## src/design/sad_pkg.sv

```systemverilog
// Constants and types shared by the absolute-difference datapath
package sad_pkg;
    // ****************************************
    // Widths
    // ****************************************
    localparam int LANES     = 4;   // Byte lanes per word
    localparam int LANE_W    = 8;   // Pixel and lane-sum width
    localparam int WORD_W    = 32;  // Pixel word width
    localparam int FLAG_W    = 8;   // Flags held over one pass
    localparam int NIB_W     = 4;   // Flags per step
    localparam int PART_W    = 10;  // Combined lane-sum width
    localparam int CNT_W     = 16;  // Total carry count width
    localparam int CNT_SHIFT = 8;   // One carry is worth 256
    localparam int RES_W     = CNT_W + CNT_SHIFT + 2; // Result width

    // ****************************************
    // Reset values
    // ****************************************
    localparam logic [FLAG_W-1:0] FLAGS_RST = 8'h00; // Flags clear
    localparam logic [WORD_W-1:0] SUMS_RST  = 32'h0000_0000; // Lane sums clear
    localparam logic [CNT_W-1:0]  CNT_RST   = 16'h0000; // Carry count clear

    // Pass phase: two subtract steps per pass
    typedef enum logic [0:0] {
        SAD_PH_FIRST  = 1'b0,       // First subtract of a pass
        SAD_PH_SECOND = 1'b1        // Second subtract of a pass
    } sad_phase_t;
endpackage

```

## src/design/sad_lane_if.sv

```systemverilog
// Carrier between the sequencer and the byte-lane arithmetic unit
`timescale 1ns/10ps
interface sad_lane_if;
    import sad_pkg::*;
    logic [WORD_W-1:0] cur_word;    // Current-frame pixels
    logic [WORD_W-1:0] ref_word;    // Reference-frame pixels
    logic [WORD_W-1:0] diff;        // Lane differences, low 8 bits each
    logic [NIB_W-1:0]  borrow;      // Lane carry-outs, 1 = current >= reference
    logic [WORD_W-1:0] acc_diff;    // Stored differences to accumulate
    logic [NIB_W-1:0]  acc_flags;   // Stored sign flags for the mask
    logic [WORD_W-1:0] sums_in;     // Running lane sums
    logic [WORD_W-1:0] sums_out;    // Updated lane sums
    logic [NIB_W-1:0]  carries;     // Lane-sum overflows

    modport ctl (output cur_word, ref_word, acc_diff, acc_flags, sums_in,
                 input diff, borrow, sums_out, carries);
    modport alu (input cur_word, ref_word, acc_diff, acc_flags, sums_in,
                 output diff, borrow, sums_out, carries);
endinterface

```

## src/design/sad_datapath.sv

```systemverilog
// Sum-of-absolute-differences datapath for block motion search
// Notes on behaviour
// - Four independent byte-lane subtracts per step
// - Lane carry-out kept as sign flag
// - Flags expand to mask giving absolute value
// - Second subtract keeps earlier flags, shifted left four
// - Four 8-bit lane sums, overflow carries recorded
// - Each carry is worth 256; eight per pass
// - Next pass counts eight carries into total
// - Eight lane accumulations per two cycles sustained
// - Lane sums combine into a 10-bit partial
// - Result is carry count times 256 plus partial
// - Unaligned merging done by supplier, extra cycles tolerated
`timescale 1ns/10ps
module sad_datapath
    import sad_pkg::*;
(
    input  wire logic              mclk,         // 20 MHz clock
    input  wire logic              srst,         // Synchronous reset
    input  wire logic              clr,          // Start of new block
    input  wire logic              step_valid,   // Word pair offered
    input  wire logic              step_last,    // Last pair of block
    input  wire logic [WORD_W-1:0] cur_word,     // Current pixels
    input  wire logic [WORD_W-1:0] ref_word,     // Reference pixels
    output logic                   step_ready,   // Pair accepted
    output logic                   result_valid, // Result pulse
    output logic [RES_W-1:0]       result_sad    // Total difference
);
    // ****************************************
    // State
    // ****************************************
    sad_lane_if lif ();                            // Link to lane unit

    logic              take;                       // Step accepted
    sad_phase_t        phase_q, phase_d;           // Subtract phase
    logic [FLAG_W-1:0] lane_borrow_flags_q, lane_borrow_flags_d; // Sign flags
    logic [WORD_W-1:0] diff_q, diff_d;             // Stored differences
    logic              v1_q, v1_d;                 // Difference stage valid
    logic              last1_q, last1_d;           // Difference stage last
    logic              ph1_q, ph1_d;               // Difference stage phase
    logic [WORD_W-1:0] running_lane_error_sums_q, running_lane_error_sums_d; // Sums
    logic [FLAG_W-1:0] carry_flags_q, carry_flags_d; // Sum carries of pass
    logic              v2_q, v2_d;                 // Flags ready to count
    logic              last2_q, last2_d;           // Accumulate stage last
    logic [FLAG_W-1:0] carry_pattern_index_q, carry_pattern_index_d; // Count input
    logic              last3_q, last3_d;           // Counting stage last
    logic [CNT_W-1:0]  total_carry_count_q, total_carry_count_d; // Carry total
    logic              fin_q, fin_d;               // Total is final
    logic              res_v_q, res_v_d;           // Result pulse
    logic [RES_W-1:0]  res_q, res_d;               // Result value

    // Ones count of a carry pattern
    function automatic logic [NIB_W-1:0] ones(input logic [FLAG_W-1:0] p);
        logic [NIB_W-1:0] n;
        n = '0;
        for (int i = 0; i < FLAG_W; i++) begin
            n = n + {3'b000, p[i]};
        end
        return n;
    endfunction

    // ****************************************
    // Lane unit hookup
    // ****************************************
    sad_lane_alu u_alu (
        .lif (lif.alu)
    );

    assign lif.cur_word  = cur_word;
    assign lif.ref_word  = ref_word;
    assign lif.acc_diff  = diff_q;
    assign lif.acc_flags = lane_borrow_flags_q[NIB_W-1:0];
    assign lif.sums_in   = running_lane_error_sums_q;

    // A step may come any cycle except a clear cycle; gaps for word merging are harmless
    assign step_ready = !clr;
    assign take       = step_valid && !clr;

    // ****************************************
    // Next-state logic
    // ****************************************
    always_comb begin
        logic [PART_W-1:0] partial; // Combined lane sums
        partial = '0;
        phase_d = phase_q;
        lane_borrow_flags_d = lane_borrow_flags_q;
        diff_d  = diff_q;
        v1_d    = take;
        last1_d = step_last;
        ph1_d   = phase_q;
        running_lane_error_sums_d = running_lane_error_sums_q;
        carry_flags_d = carry_flags_q;
        v2_d    = 1'b0;
        last2_d = 1'b0;
        carry_pattern_index_d = carry_pattern_index_q;
        last3_d = 1'b0;
        total_carry_count_d = total_carry_count_q;
        fin_d   = 1'b0;
        res_v_d = 1'b0;
        res_d   = res_q;
        // Subtract stage
        if (take) begin
            diff_d = lif.diff;
            if (phase_q == SAD_PH_FIRST) begin
                lane_borrow_flags_d = {4'h0, lif.borrow};
                phase_d = step_last ? SAD_PH_FIRST : SAD_PH_SECOND;
            end else begin
                // Earlier flags move up so new borrows do not overwrite them
                lane_borrow_flags_d = {lane_borrow_flags_q[NIB_W-1:0],
                                       lif.borrow};
                phase_d = SAD_PH_FIRST;
            end
        end
        // Accumulate stage, one step per cycle
        if (v1_q) begin
            running_lane_error_sums_d = lif.sums_out;
            if (ph1_q == SAD_PH_FIRST) begin
                carry_flags_d = {4'h0, lif.carries};
            end else begin
                carry_flags_d = {carry_flags_q[NIB_W-1:0], lif.carries};
            end
            // Pass end or block end hands flags to counting
            v2_d    = (ph1_q == SAD_PH_SECOND) || last1_q;
            last2_d = last1_q;
        end
        // Counting stage: flags of the previous pass
        if (v2_q) begin
            carry_pattern_index_d = carry_flags_q;
            last3_d = last2_q;
        end
        if (v2_q || last3_q) begin
            total_carry_count_d = total_carry_count_q
                                + {12'h000, ones(carry_pattern_index_q)};
        end
        fin_d = last3_q;
        // Combine stage
        if (fin_q) begin
            for (int i = 0; i < LANES; i++) begin
                partial = partial
                        + {2'b00, running_lane_error_sums_q[i*LANE_W +: LANE_W]};
            end
            res_d = {2'b00, total_carry_count_q, 8'h00}
                  + {16'h0000, partial};
            res_v_d = 1'b1;
        end
        // Clear of a new block zeroes flags, lane sums, carry count and stage valids
        if (clr) begin
            phase_d = SAD_PH_FIRST;
            lane_borrow_flags_d = FLAGS_RST;
            running_lane_error_sums_d = SUMS_RST;
            carry_flags_d = FLAGS_RST;
            carry_pattern_index_d = FLAGS_RST;
            total_carry_count_d = CNT_RST;
            v1_d = 1'b0;
            v2_d = 1'b0;
            last3_d = 1'b0;
            fin_d = 1'b0;
            res_v_d = 1'b0;
        end
    end

    // ****************************************
    // Registers
    // ****************************************
    always_ff @(posedge mclk) begin
        if (srst) begin
            phase_q <= SAD_PH_FIRST;
            lane_borrow_flags_q <= FLAGS_RST;
            diff_q <= SUMS_RST;
            v1_q <= 1'b0;
            last1_q <= 1'b0;
            ph1_q <= 1'b0;
            running_lane_error_sums_q <= SUMS_RST;
            carry_flags_q <= FLAGS_RST;
            v2_q <= 1'b0;
            last2_q <= 1'b0;
            carry_pattern_index_q <= FLAGS_RST;
            last3_q <= 1'b0;
            total_carry_count_q <= CNT_RST;
            fin_q <= 1'b0;
            res_v_q <= 1'b0;
            res_q <= '0;
        end else begin
            phase_q <= phase_d;
            lane_borrow_flags_q <= lane_borrow_flags_d;
            diff_q <= diff_d;
            v1_q <= v1_d;
            last1_q <= last1_d;
            ph1_q <= ph1_d;
            running_lane_error_sums_q <= running_lane_error_sums_d;
            carry_flags_q <= carry_flags_d;
            v2_q <= v2_d;
            last2_q <= last2_d;
            carry_pattern_index_q <= carry_pattern_index_d;
            last3_q <= last3_d;
            total_carry_count_q <= total_carry_count_d;
            fin_q <= fin_d;
            res_v_q <= res_v_d;
            res_q <= res_d;
        end
    end

    assign result_valid = res_v_q;
    assign result_sad   = res_q;
endmodule

```

## src/design/sad_lane_alu.sv

```systemverilog
// Byte-lane subtract and masked absolute accumulate
`timescale 1ns/10ps
module sad_lane_alu
    import sad_pkg::*;
(
    sad_lane_if.alu lif             // Operands and results
);
    // ****************************************
    // Mask expansion
    // ****************************************
    // One flag becomes eight mask bits of its lane
    function automatic logic [WORD_W-1:0] expand_mask(input logic [NIB_W-1:0] f);
        logic [WORD_W-1:0] m;
        m = '0;
        for (int i = 0; i < LANES; i++) begin
            m[i*LANE_W +: LANE_W] = {LANE_W{f[i]}};
        end
        return m;
    endfunction

    logic [WORD_W-1:0] mask;        // Flag-expanded byte mask

    // ****************************************
    // Lane arithmetic
    // ****************************************
    // Each lane is independent; no carry crosses a lane boundary
    always_comb begin
        logic [LANE_W:0]   sub9;    // Lane difference with carry
        logic [LANE_W-1:0] mag;     // Lane absolute value
        logic [LANE_W:0]   add9;    // Lane sum with carry
        sub9 = '0;
        mag  = '0;
        add9 = '0;
        mask = expand_mask(lif.acc_flags);
        for (int i = 0; i < LANES; i++) begin
            // Carry out is set when current >= reference
            sub9 = {1'b1, lif.cur_word[i*LANE_W +: LANE_W]}
                 - {1'b0, lif.ref_word[i*LANE_W +: LANE_W]};
            lif.diff[i*LANE_W +: LANE_W] = sub9[LANE_W-1:0];
            lif.borrow[i] = sub9[LANE_W];
            // Mask picks add of the difference or add of its negation
            mag = (lif.acc_diff[i*LANE_W +: LANE_W] & mask[i*LANE_W +: LANE_W])
                | ((~lif.acc_diff[i*LANE_W +: LANE_W] + 8'h01)
                   & ~mask[i*LANE_W +: LANE_W]);
            add9 = {1'b0, lif.sums_in[i*LANE_W +: LANE_W]} + {1'b0, mag};
            lif.sums_out[i*LANE_W +: LANE_W] = add9[LANE_W-1:0];
            lif.carries[i] = add9[LANE_W];
        end
    end
endmodule

```

## config.mk

```make
export PLATFORM = sky130hd
export DESIGN_NAME = sad_datapath
export DESIGN_NICKNAME = d
export VERILOG_FILES = /design/src/design/sad_pkg.sv /design/src/design/sad_lane_if.sv /design/src/design/sad_datapath.sv /design/src/design/sad_lane_alu.sv
export SDC_FILE = /design/constraint.sdc
export NUM_CORES = 1
export LEC_CHECK = 0
export BUFFER_PORTS_ARGS = -buffer_cell sky130_fd_sc_hd__buf_2
export CAP_MARGIN = 15
export CORE_MARGIN = 4
export CORE_UTILIZATION = 60
export DETAILED_ROUTE_END_ITERATION = 10
export PLACE_DENSITY = 0.83
export RECOVER_POWER = 25
export SLEW_MARGIN = 5
export SYNTH_ARGS = -nofsm -noshare
export SYNTH_HDL_FRONTEND = slang
export SYNTH_SLANG_ARGS = --single-unit
```

## constraint.sdc

```tcl
create_clock -name mclk -period 5.45 [get_ports mclk]
set_clock_uncertainty 0.15 [all_clocks]
set_input_delay 1.09 -clock mclk [delete_from_list [all_inputs] [get_ports mclk]]
set_output_delay 1.09 -clock mclk [all_outputs]
set_load 0.02 [all_outputs]
```

# ---- After elaboration in Yosys (flattened, before gate mapping)
# Cells that the tools add are included.
dict set report op_classes {
  addsub 24
  muxes 4
  bitwise 22
  reduce_logical 8
}
# operator n
set op_table {}
lappend op_table {{AND 8 bit} 8}
lappend op_table {{NOT 8 bit} 8}
lappend op_table {{adder 8 x 8 -> 9 bit} 5}
lappend op_table {{subtractor 9 x 8 -> 9 bit} 4}
lappend op_table {{adder 8 x 1 -> 8 bit (second input constant)} 4}
lappend op_table {{OR 8 bit} 4}
lappend op_table {{adder 24 x 10 -> 25 bit} 1}
lappend op_table {{adder 16 x 4 -> 16 bit} 1}
lappend op_table {{adder 4 x 1 -> 4 bit} 4}
lappend op_table {{adder 10 x 8 -> 10 bit} 1}
lappend op_table {{adder 9 x 8 -> 10 bit} 1}
lappend op_table {{two-way mux 8 bit} 1}
lappend op_table {{OR reduction 3 bit} 2}
lappend op_table {{adder 3 x 1 -> 4 bit} 1}
lappend op_table {{OR reduction 2 bit} 2}
lappend op_table {{adder 2 x 1 -> 3 bit} 1}
lappend op_table {{two-way mux 1 bit} 3}
lappend op_table {{adder 1 x 1 -> 2 bit} 1}
lappend op_table {{logical OR 1 bit} 2}
lappend op_table {{NOT 1 bit} 2}
lappend op_table {{logical AND 1 bit} 1}
lappend op_table {{logical NOT 1 bit} 1}
dict set report word_totals {
  ff_bits 135
  inputBits 69
  word_cells 74
}

# ---- Longest topological paths before layout
# Gate-level depths: netlist (run 1).
dict set report depth {
  depth_word 8
  ltp_mapped 13
  ltp_nobuf 12
}

# ---- Modules after synthesis
# Synthesis (run 1) repeated with hierarchy kept, for this count alone.
dict set report hier_totals {
  cells_unflattened 1128
  area_unflattened_um2 9253.9
}
# module n_inst cells_per_inst area_each_um2 seq_area_each_um2
set modules_own_cells {}
lappend modules_own_cells {sad_datapath 1 681 6102.1 2682.6}
lappend modules_own_cells {sad_lane_alu 1 447 3151.8 0.0}

# ---- Worst setup path before layout (run 1)
# OpenSTA, ideal clock, no wires.
dict set report synth_path {
  path_type {register -> register}
  startpoint {register carry_pattern_index_q[0]}
  endpoint {register total_carry_count_q[10]}
  setup_time_ns 0.128
  t_arrival_ns 3.527
  setup_slack_ns 1.646
  stages_incl_launch_ff 12
  n_path_buf 0
  synth_period_minus_slack_ns 3.804
  cell_sequence {dfxtp_1 > fa_1 > inv_1 > fa_1 > fa_1 > fa_1 > fa_1 > nor2b_1 > o21ai_1 > a2111oi_0 > xnor2_1 > nor2_1}
}
dict set report synth_between {
  elab_chain_len 8
}
# item line
set synth_lines {}
lappend synth_lines {{from (decl)} sad_datapath.sv:45} ;# logic [FLAG_W-1:0] carry_pattern_index_q, carry_pattern_index_d;
lappend synth_lines {{from (signal assigned)} sad_datapath.sv:194} ;# carry_pattern_index_q <= carry_pattern_index_d;
lappend synth_lines {{adder 1 x 1 -> 2 bit} sad_datapath.sv:57} ;# n = n + {3'b000, p[i]};
lappend synth_lines {{adder 2 x 1 -> 3 bit} sad_datapath.sv:57}
lappend synth_lines {{adder 3 x 1 -> 4 bit} sad_datapath.sv:57}
lappend synth_lines {{adder 4 x 1 -> 4 bit (4 in series)} sad_datapath.sv:57}
lappend synth_lines {{adder 16 x 4 -> 16 bit} sad_datapath.sv:133} ;# + {12'h000, ones(carry_pattern_index_q)};
lappend synth_lines {{to (signal assigned)} sad_datapath.sv:196} ;# total_carry_count_q <= total_carry_count_d;
lappend synth_lines {{to (decl)} sad_datapath.sv:47} ;# logic [CNT_W-1:0] total_carry_count_q, total_carry_count_d;
# No other way between the ends.
# A chain may end at the register's enable or synchronous reset.

==> results.json, run 1 <==
{
  "status": "complete, but fails checks",
  "violations": "max-capacitance violations, max-slew violations",
  "antenna_found_initial": 0,
  "worstPathCellList": "clkbuf_1 > clkbuf_1 > nor2_1 > a32oi_1 > nand3_1",
  "grt_pass1_vias": 7940,
  "drive_gt1_share_pct": 10.4,
  "avgSynthCellArea_sq_um": 8.34,
  "internal-power_mw": 2.00,
  "cts_tree": "built",
  "synth_cell_types": 67,
  "p_comb_share_pct": 18.6,
  "power.leakage_nw": 4.50,
  "power_frac_clock_pct": 44.2,
  "async_flop_share_pct": 0,
  "start_util_pct": 61.7,
  "n_fill_cell": 1243,
  "via_per_inst": 5.91,
  "cts_buffers": 17,
  "path_clk_slew_ns": 0.06,
  "hold_viol": 0,
  "grt_use_total_pct": 26.2,
  "yosysSeqAreaShare_pct": 28.4,
  "synth_fp_nets": 1316,
  "finish.net_count": 1388,
  "synth_fa_ha_area_share_pct": 17.4,
  "clk_latency_ns": 0.43,
  "dr.pass1.iters": 5,
  "clockRootBuffer": "clkbuf_16",
  "arrival_ns": 4.31,
  "post_dp_cell_area_sq_um": 10100,
  "grt_max_degree": 59,
  "htreeDepth": 4,
  "drv_slew": 74,
  "synth.top_cell.area_share_pct": 28.4,
  "cp_common_cell": "clkbuf_1",
  "fmax_mhz": 241,
  "synth_top_family_by_area": "simple AND/OR/NAND/NOR gates",
  "ys_ff_latch": 134,
  "slew_headroom_pct": -1.33,
  "powerDensity_nw_per_um2": 262,
  "vias": 8448,
  "die_w_um": 134,
  "muxShareOfSynthArea_pct": 4.39,
  "postLayoutCellArea_sq_um": 10700,
  "dp_hpwl_um": 17300,
  "end_kind": "flip-flop",
  "die_h_um": 134,
  "path_buf_inv": 2,
  "post_cts_resized": 0,
  "netlist_area_sq_um": 9450,
  "cp_slowest_cell": "clkbuf_1",
  "holdCritPathClass": "reg2reg",
  "drt_iter0_drc": 773,
  "synth_edf_count": 0,
  "crit_family": "buffers and inverters",
  "synth-xor-area-share_pct": 4.91,
  "cts.sinks": 134,
  "vdd_drop_max_v": 0.000217,
  "finalNonFillerCells": 1429,
  "cts.path.max_buffers": 2,
  "final_antenna_net_count": 0,
  "wl_um": 23300,
  "final.setup.tns_ns": 0,
  "synth_compound_area_share_pct": 18.8,
  "route.detailed.drc": 0,
  "placementRows": 45,
  "p_switching_uw": 792,
  "ioPinCount": 97,
  "ys.warnings.count": 0,
  "synth_area_leaders": "dfxtp_1 28%, ha_1 11%, fa_1 6.1%",
  "cp.required_ns": 5.61,
  "worstPathMaxFanout": 38,
  "critPathLaunchType": "primary input",
  "rsz0062_at_grt": "no",
  "num_antenna_cells": 0,
  "seq_area_sq_um": 2680,
  "period_minus_slack_ns": 4.14,
  "postCtsSetupRepairBufs": 0,
  "postCtsHoldBufs": 0,
  "die_area_sq_um": 17800,
  "ys.flop_type": "dfxtp_1",
  "cpPeakStageDelay_ns": 1.18,
  "placed_cells": 1397,
  "area_growth_pct": 12.7,
  "multi_input_area_sq_um": 6130,
  "wl_per_cell_um": 16.3,
  "grt-ovfl-total": 0,
  "yosys.area.top_type": "dfxtp_1",
  "cap_violations": 2,
  "worst-setup-path-type": "in2reg",
  "power.total_mw": 2.80,
  "worst_pin_slew_ns": 1.52,
  "syn_inst": 1133,
  "synth-simple-area-share_pct": 19.3,
  "gp_congestion": 0.925,
  "seqPwrFrac_pct": 37.2,
  "place.port_buffers": 95,
  "core_region_area_sq_um": 15300,
  "p_sw_share_pct": 28.3,
  "setup_violations": 0,
  "grt_pass1_wl_um": 38500,
  "period_share_pct": 76.0
}
cells in the final DEF, fill, tap and decap left out, types with 13 or more instances in the layout:
master	n
a211oi_1	34
a21o_1	14
a21oi_1	69
buf_2	68
clkbuf_1	28
clkbuf_16	17
dfxtp_1	133
fa_1	29
ha_1	85
inv_1	116
mux2i_1	37
nand2_1	37
nand2b_1	20
nand3_1	50
nand3b_1	19
nor2_1	108
nor3_1	35
o211ai_1	13
o21ai_0	49
or3_1	16
xnor2_1	24
xor2_1	29
registers in the layout, summed over array words and instances, names as in the netlist:
name,count
carry_flags_q,8
carry_pattern_index_q,8
diff_q,32
fin_q,1
lane_borrow_flags_q,4
last1_q,1
last2_q,1
last3_q,1
lif.sums_in,32
ph1_d,1
ph1_q,1
result_sad,25
result_valid,1
total_carry_count_q,16
v1_q,1
v2_q,1
routing by layer:
metal	share of wire, %	vias up	GRT usage (%)
met5	0	-	0
met4	1.5	0	8.23
met3	7.1	29	5.14
met2	44	286	39.2
met1	48	3959	38.1
li1	-	4174	-
worst paths after layout:
| kind | cells after the start | startpoint | slack, ns | to |
|---|---|---|---|---|
| setup / recovery | 5 | srst | 1.31 | result_sad[14] |
| hold / removal | 1 | last2_q | 0.31 | last3_q |
| setup reg to reg | 11 | carry_pattern_index_q[0] | 1.37 | total_carry_count_q[10] |
| hold reg to reg | 1 | last2_q | 0.31 | last3_q |
kinds of logic (layout without fill, tap and decap cells):
logic type	count (synthesis)	in the layout
flip-flops	134	134
multiplexers	41	41
AND/OR/NAND/NOR	357	357
XOR/XNOR	53	53
AO/OA/AOI/OAI	266	266
other	1	1
adder cells (fa/ha/maj)	114	114
buffers and inverters	167	252
final cells by class:
class	count	area share, %
multi-input combinational	832	57.6
sequential	134	25.2
timing repair buffer	103	4.67
clock buffer	18	4.12
inverter	117	4.12
tap	211	2.48
clock inverter	14	1.86
power groups by stage:
stage | clock network [mW] | logic (mW) | registers (mW)
floorplan | 0 | 0.387 | 1.05
global placement | 0 | 0.494 | 1.06
detailed placement | 0 | 0.507 | 1.06
CTS | 1.25 | 0.513 | 1.04
global route | 1.30 | 0.585 | 1.04
finish | 1.24 | 0.519 | 1.04
Yosys cell counts (all sizes together), types with 5 or more instances:
master  instances
clkbuf         38
or3            16
and3           13
buf            12
and2            5
nand3          50
a32oi           7
or4             9
nor2          110
a21oi          70
o211ai         13
nand2          37
nor3           35
nor4            7
a211oi         34
nand2b         20
a311oi          6
o21a            8
o31ai           6
nand3b         19
fa             29
ha             85
xor2           29
o21ai          51
mux2i          37
o311ai          6
a31oi           5
nor2b          12
o21bai         11
dfxtp         134
nand4           9
inv           116
xnor2          24
a21o           14
stage by stage:
step,utilization [%],setup WS (ns),hold WS [ns]
floorplan,-,1.65,0.277
global placement,65.7,1.49,0.294
detailed placement,65.7,1.36,0.299
CTS,69.8,1.38,0.320
global route,69.6,1.08,0.332
finish,69.6,1.31,0.314
(Power assumes the default switching activity.)
==> run 2: changes to the inputs <==
- CORE_UTILIZATION: 60 -> 55
- PLACE_DENSITY: 0.83 -> 0.8
- clock period: 5.45 -> 3.65 ns (I/O delays scaled with it)
==> results.json, run 2 (synthesized netlist as in run 1, its figures left out) <==
{
  "vdd_drop_max_v": 0.000380,
  "arrival_ns": 3.83,
  "route.detailed.drc": 0,
  "postCtsHoldBufs": 0,
  "wl_per_cell_um": 16.2,
  "cap_violations": 1,
  "drt_iter0_drc": 653,
  "worstPathMaxFanout": 5,
  "cp_common_cell": "fa_1",
  "power.total_mw": 4.12,
  "die_area_sq_um": 19300,
  "met1_length_um": 11100,
  "worstPathCellList": "fa_1 > inv_1 > fa_1 > fa_1 > fa_2 > fa_2 > nor2b_4 > o21ai_4 > a2111oi_4 > xnor2_1 > nor2_1",
  "path_clk_slew_ns": 0.06,
  "layout_common_cells": "131 x dfxtp_1, 115 x inv_1, 109 x nor2_1, 94 x buf_2, 84 x ha_1",
  "grt-ovfl-total": 0,
  "gp_congestion": 0.926,
  "grt_use_total_pct": 24.1,
  "grt_max_degree": 47,
  "grt_pass1_vias": 7891,
  "finish.net_count": 1401,
  "wl_met2_um": 10600,
  "core_region_area_sq_um": 16700,
  "placementRows": 47,
  "via_per_inst": 5.83,
  "layout_commonest_cell": "dfxtp_1",
  "r2r_slack_ns": -0.01,
  "end_kind": "flip-flop",
  "highest_layer": "met4",
  "critPathLaunchType": "flip-flop",
  "num_antenna_cells": 0,
  "worst_pin_slew_ns": 1.68,
  "violations": "max-capacitance violations, max-slew violations, negative setup slack",
  "final_antenna_net_count": 0,
  "period_share_pct": 100,
  "worst-setup-path-type": "reg2reg",
  "cpPeakStageDelay_ns": 0.54,
  "dr_wl_met3_um": 1470,
  "cts.sinks": 134,
  "setup_violations": 2,
  "setup_ws_ns": -0.0125,
  "htreeDepth": 4,
  "period_minus_slack_ns": 3.66,
  "start_util_pct": 56.6,
  "vias": 8456,
  "grt_pass1_wl_um": 38900,
  "cts_buffers": 17,
  "die_h_um": 139,
  "cp_slowest_cell": "fa_1",
  "whs_ns": 0.314,
  "ioPinCount": 97,
  "drive_gt1_share_pct": 14.5,
  "hold_viol": 0,
  "status": "complete, but fails checks",
  "powerDensity_nw_per_um2": 378,
  "antenna_found_initial": 0,
  "crit_family": "adder cells",
  "power.leakage_nw": 4.68,
  "dp_hpwl_um": 17600,
  "place.port_buffers": 95,
  "rsz0062_at_grt": "yes",
  "dr.pass1.iters": 7,
  "fmax_mhz": 273,
  "cts_tree": "built",
  "slew_headroom_pct": -12.3,
  "clk_latency_ns": 0.43,
  "drv_slew": 35,
  "clockRootBuffer": "clkbuf_16",
  "die_w_um": 139,
  "path_buf_inv": 1,
  "wl_um": 23600,
  "holdCritPathClass": "reg2reg",
  "cts.path.max_buffers": 2,
  "cp.required_ns": 3.82,
  "area_growth_pct": 15.2
}
run 2: layer usage:
| layer | up-vias | GRT usage, % |
|---|---|---|
| li1 | 4197 | - |
| met1 | 3976 | 33.9 |
| met2 | 246 | 37.1 |
| met3 | 37 | 4.86 |
| met4 | 0 | 8.03 |
| met5 | - | 0 |
run 2: worst register-to-register path, stage by stage (launching register included):
cell and delay (ns):
dfxtp_2 0.32, fa_1 0.54, inv_1 0.05, fa_1 0.50, fa_1 0.44, fa_2 0.37
fa_2 0.38, nor2b_4 0.16, o21ai_4 0.11, a2111oi_4 0.32, xnor2_1 0.16, nor2_1 0.06
run 2: layout make-up:
class / count / area, sq um
Fill cell: 1393 / 5810
Sequential cell: 134 / 2690
Timing Repair Buffer: 116 / 624
Multi-Input combinational cell: 832 / 6250
Clock inverter: 8 / 120
Tap cell: 220 / 275
Inverter: 117 / 439
Clock buffer: 24 / 492
run 2: final timing paths:
path,startpoint,end,cells after the start
max,carry_pattern_index_q[0],total_carry_count_q[14],11
min,carry_flags_q[6],carry_flags_q[6],2
max reg2reg,carry_pattern_index_q[0],total_carry_count_q[14],11
min reg2reg,carry_flags_q[6],carry_flags_q[6],2
run 2: timing repair:
action | in CTS | in global routing
hold endpoints to repair | 0 | 0
pin swaps | 1 | 15
gates resized for setup | 8 | 19
buffers inserted | 1 | 0
setup endpoints to repair | 6 | 20
run 2: report_power, final:
part           total [mW]  internal (mW)  leakage [nW]  switching, mW
Combinational       0.786          0.327          3.29          0.458
Sequential           1.55           1.50          1.09         0.0501
Clock                1.78           1.14         0.296          0.639
run 2: through the flow:
| stage | instance area [sq um] | TNS [ns] | std cells | setup WS [ns] | util, % |
|---|---|---|---|---|---|
| 3_5_place_dp | 10200 | -0.705 | 1418 | -0.176 | 60.9 |
| 4_1_cts | 10800 | -0.0130 | 1451 | -0.0130 | 64.8 |
| 3_3_place_gp | 10200 | -0.356 | 1418 | -0.0923 | 60.9 |
| 2_1_floorplan | 9460 | 0 | 1133 | 0.00926 | - |
| 5_1_grt | 10900 | -0.478 | 1451 | -0.122 | 65.2 |
| 6_report | 10900 | -0.0198 | 1451 | -0.0125 | 65.2 |
==> run 3: changes to the inputs <==
- CORE_ASPECT_RATIO: default -> 1.5
- CORE_UTILIZATION: 55 -> 45
- PLACE_DENSITY: 0.8 -> 0.68
==> results.json, run 3 (synthesized netlist as in run 1, its figures left out) <==
{
  "status": "complete, but fails checks",
  "violations": "negative setup slack",
  "start_util_pct": 46.1,
  "vias": 8353,
  "seq_area_sq_um": 2690,
  "dr.pass1.iters": 5,
  "path_clk_slew_ns": 0.06,
  "clockRootBuffer": "clkbuf_16",
  "drt_iter0_drc": 433,
  "layout_common_cells": "131 x dfxtp_1, 115 x inv_1, 109 x nor2_1, 94 x buf_2, 83 x ha_1",
  "placementRows": 64,
  "end_kind": "flip-flop",
  "grt_max_degree": 55,
  "worst-setup-path-type": "reg2reg",
  "antenna_found_initial": 0,
  "critPathLaunchType": "flip-flop",
  "postLayoutCellArea_sq_um": 11000,
  "slew_headroom_pct": 29.9,
  "powerDensity_nw_per_um2": 382,
  "power.leakage_nw": 4.69,
  "placed_cells": 1459,
  "setup_violations": 1,
  "setup_ws_ns": -0.0194,
  "period_minus_slack_ns": 3.67,
  "num_antenna_cells": 0,
  "finalNonFillerCells": 1498,
  "finish.net_count": 1404,
  "die_area_sq_um": 23400,
  "n_fill_cell": 1986,
  "grt.met2_usage_pct": 37.1,
  "grt_use_total_pct": 19.9,
  "area_growth_pct": 16.1,
  "cts.path.max_buffers": 2,
  "drv_slew": 0,
  "final_antenna_net_count": 0,
  "vdd_drop_max_v": 0.000318,
  "core_region_area_sq_um": 20500,
  "clk_latency_ns": 0.42,
  "period_share_pct": 101,
  "dp_hpwl_um": 17800,
  "ioPinCount": 97,
  "multi_input_area_sq_um": 6230,
  "fmax_mhz": 273,
  "place.port_buffers": 95,
  "cts_buffers": 17,
  "cts_tree": "built",
  "rsz0062_at_grt": "yes",
  "worstPathMaxFanout": 5,
  "htreeDepth": 4,
  "cts.sinks": 134,
  "worst_pin_slew_ns": 1.05,
  "gr-usage-met1_pct": 21.4,
  "power.total_mw": 4.20,
  "grt-ovfl-total": 0,
  "cap_violations": 0,
  "route.detailed.drc": 0,
  "holdCritPathClass": "reg2reg",
  "met3_usage_pct": 3.59,
  "wl_um": 23200,
  "layout_commonest_cell": "dfxtp_1",
  "die_w_um": 126,
  "cp.required_ns": 3.80,
  "hold_viol": 0,
  "final.setup.tns_ns": -0.0194,
  "die_h_um": 186,
  "arrival_ns": 3.82,
  "drive_gt1_share_pct": 14.7,
  "wl_per_cell_um": 15.5,
  "via_per_inst": 5.58,
  "postCtsHoldBufs": 0,
  "grt_pass1_wl_um": 38200,
  "top_usage_layer": "met2",
  "post_dp_cell_area_sq_um": 10200,
  "grt_pass1_vias": 8147,
  "gp_congestion": 0.897
}
==> run 3: routing by layer <==
layer	vias to the layer above	wire, um
met1	3860	9060
met2	225	12200
met5	-	0
li1	4204	-
met3	64	1000
met4	0	968
==> run 3: worst max-delay path, stage by stage, from the launching register on <==
cell	delay (ns)
dfxtp_2	0.33
fa_1	0.54
inv_2	0.04
fa_1	0.49
fa_1	0.43
fa_2	0.37
fa_2	0.38
nor2b_4	0.16
o21ai_4	0.11
a2111oi_4	0.32
xnor2_1	0.17
nor2_1	0.07
==> run 3: power breakdown <==
| part | internal, mW | switching, mW | total (mW) | leakage [nW] |
|---|---|---|---|---|
| registers | 1.50 | 0.0464 | 1.55 | 1.09 |
| logic | 0.325 | 0.428 | 0.754 | 3.30 |
| clock network | 1.22 | 0.679 | 1.89 | 0.310 |
==> run 3: layout make-up <==
class / instances / share of cell area, %
tap: 264 / 3.01
timing repair buffer: 118 / 5.80
multi-input combinational: 833 / 56.8
clock inverter: 15 / 2.06
inverter: 117 / 4.00
clock buffer: 17 / 3.88
sequential: 134 / 24.5
==> run 3: path summary, 6_finish.rpt <==
kind,slack [ns],startpoint,depth (start not counted),end
setup / recovery,-0.02,carry_pattern_index_q[0],11,total_carry_count_q[10]
hold reg to reg,0.30,result_sad[24],1,result_sad[24]
setup reg to reg,-0.02,carry_pattern_index_q[0],11,total_carry_count_q[10]
hold / removal,0.30,result_sad[24],1,result_sad[24]
==> run 3: metrics by stage <==
step	hold slack (ns)	setup WS (ns)	utilization (%)
global route	0.319	-0.123	53.6
detailed placement	0.294	-0.168	49.7
CTS	0.306	0.0111	53.1
floorplan	0.277	0.00926	-
global placement	0.284	-0.0872	49.7
finish	0.302	-0.0194	53.6
==> run 3: what timing repair did <==
action / in CTS / in global routing
setup buffers: 0 / 6
endpoints found under the setup margin: 6 / 15
gates cloned: 0 / 1
resized for setup: 8 / 10
pin swaps: 0 / 8
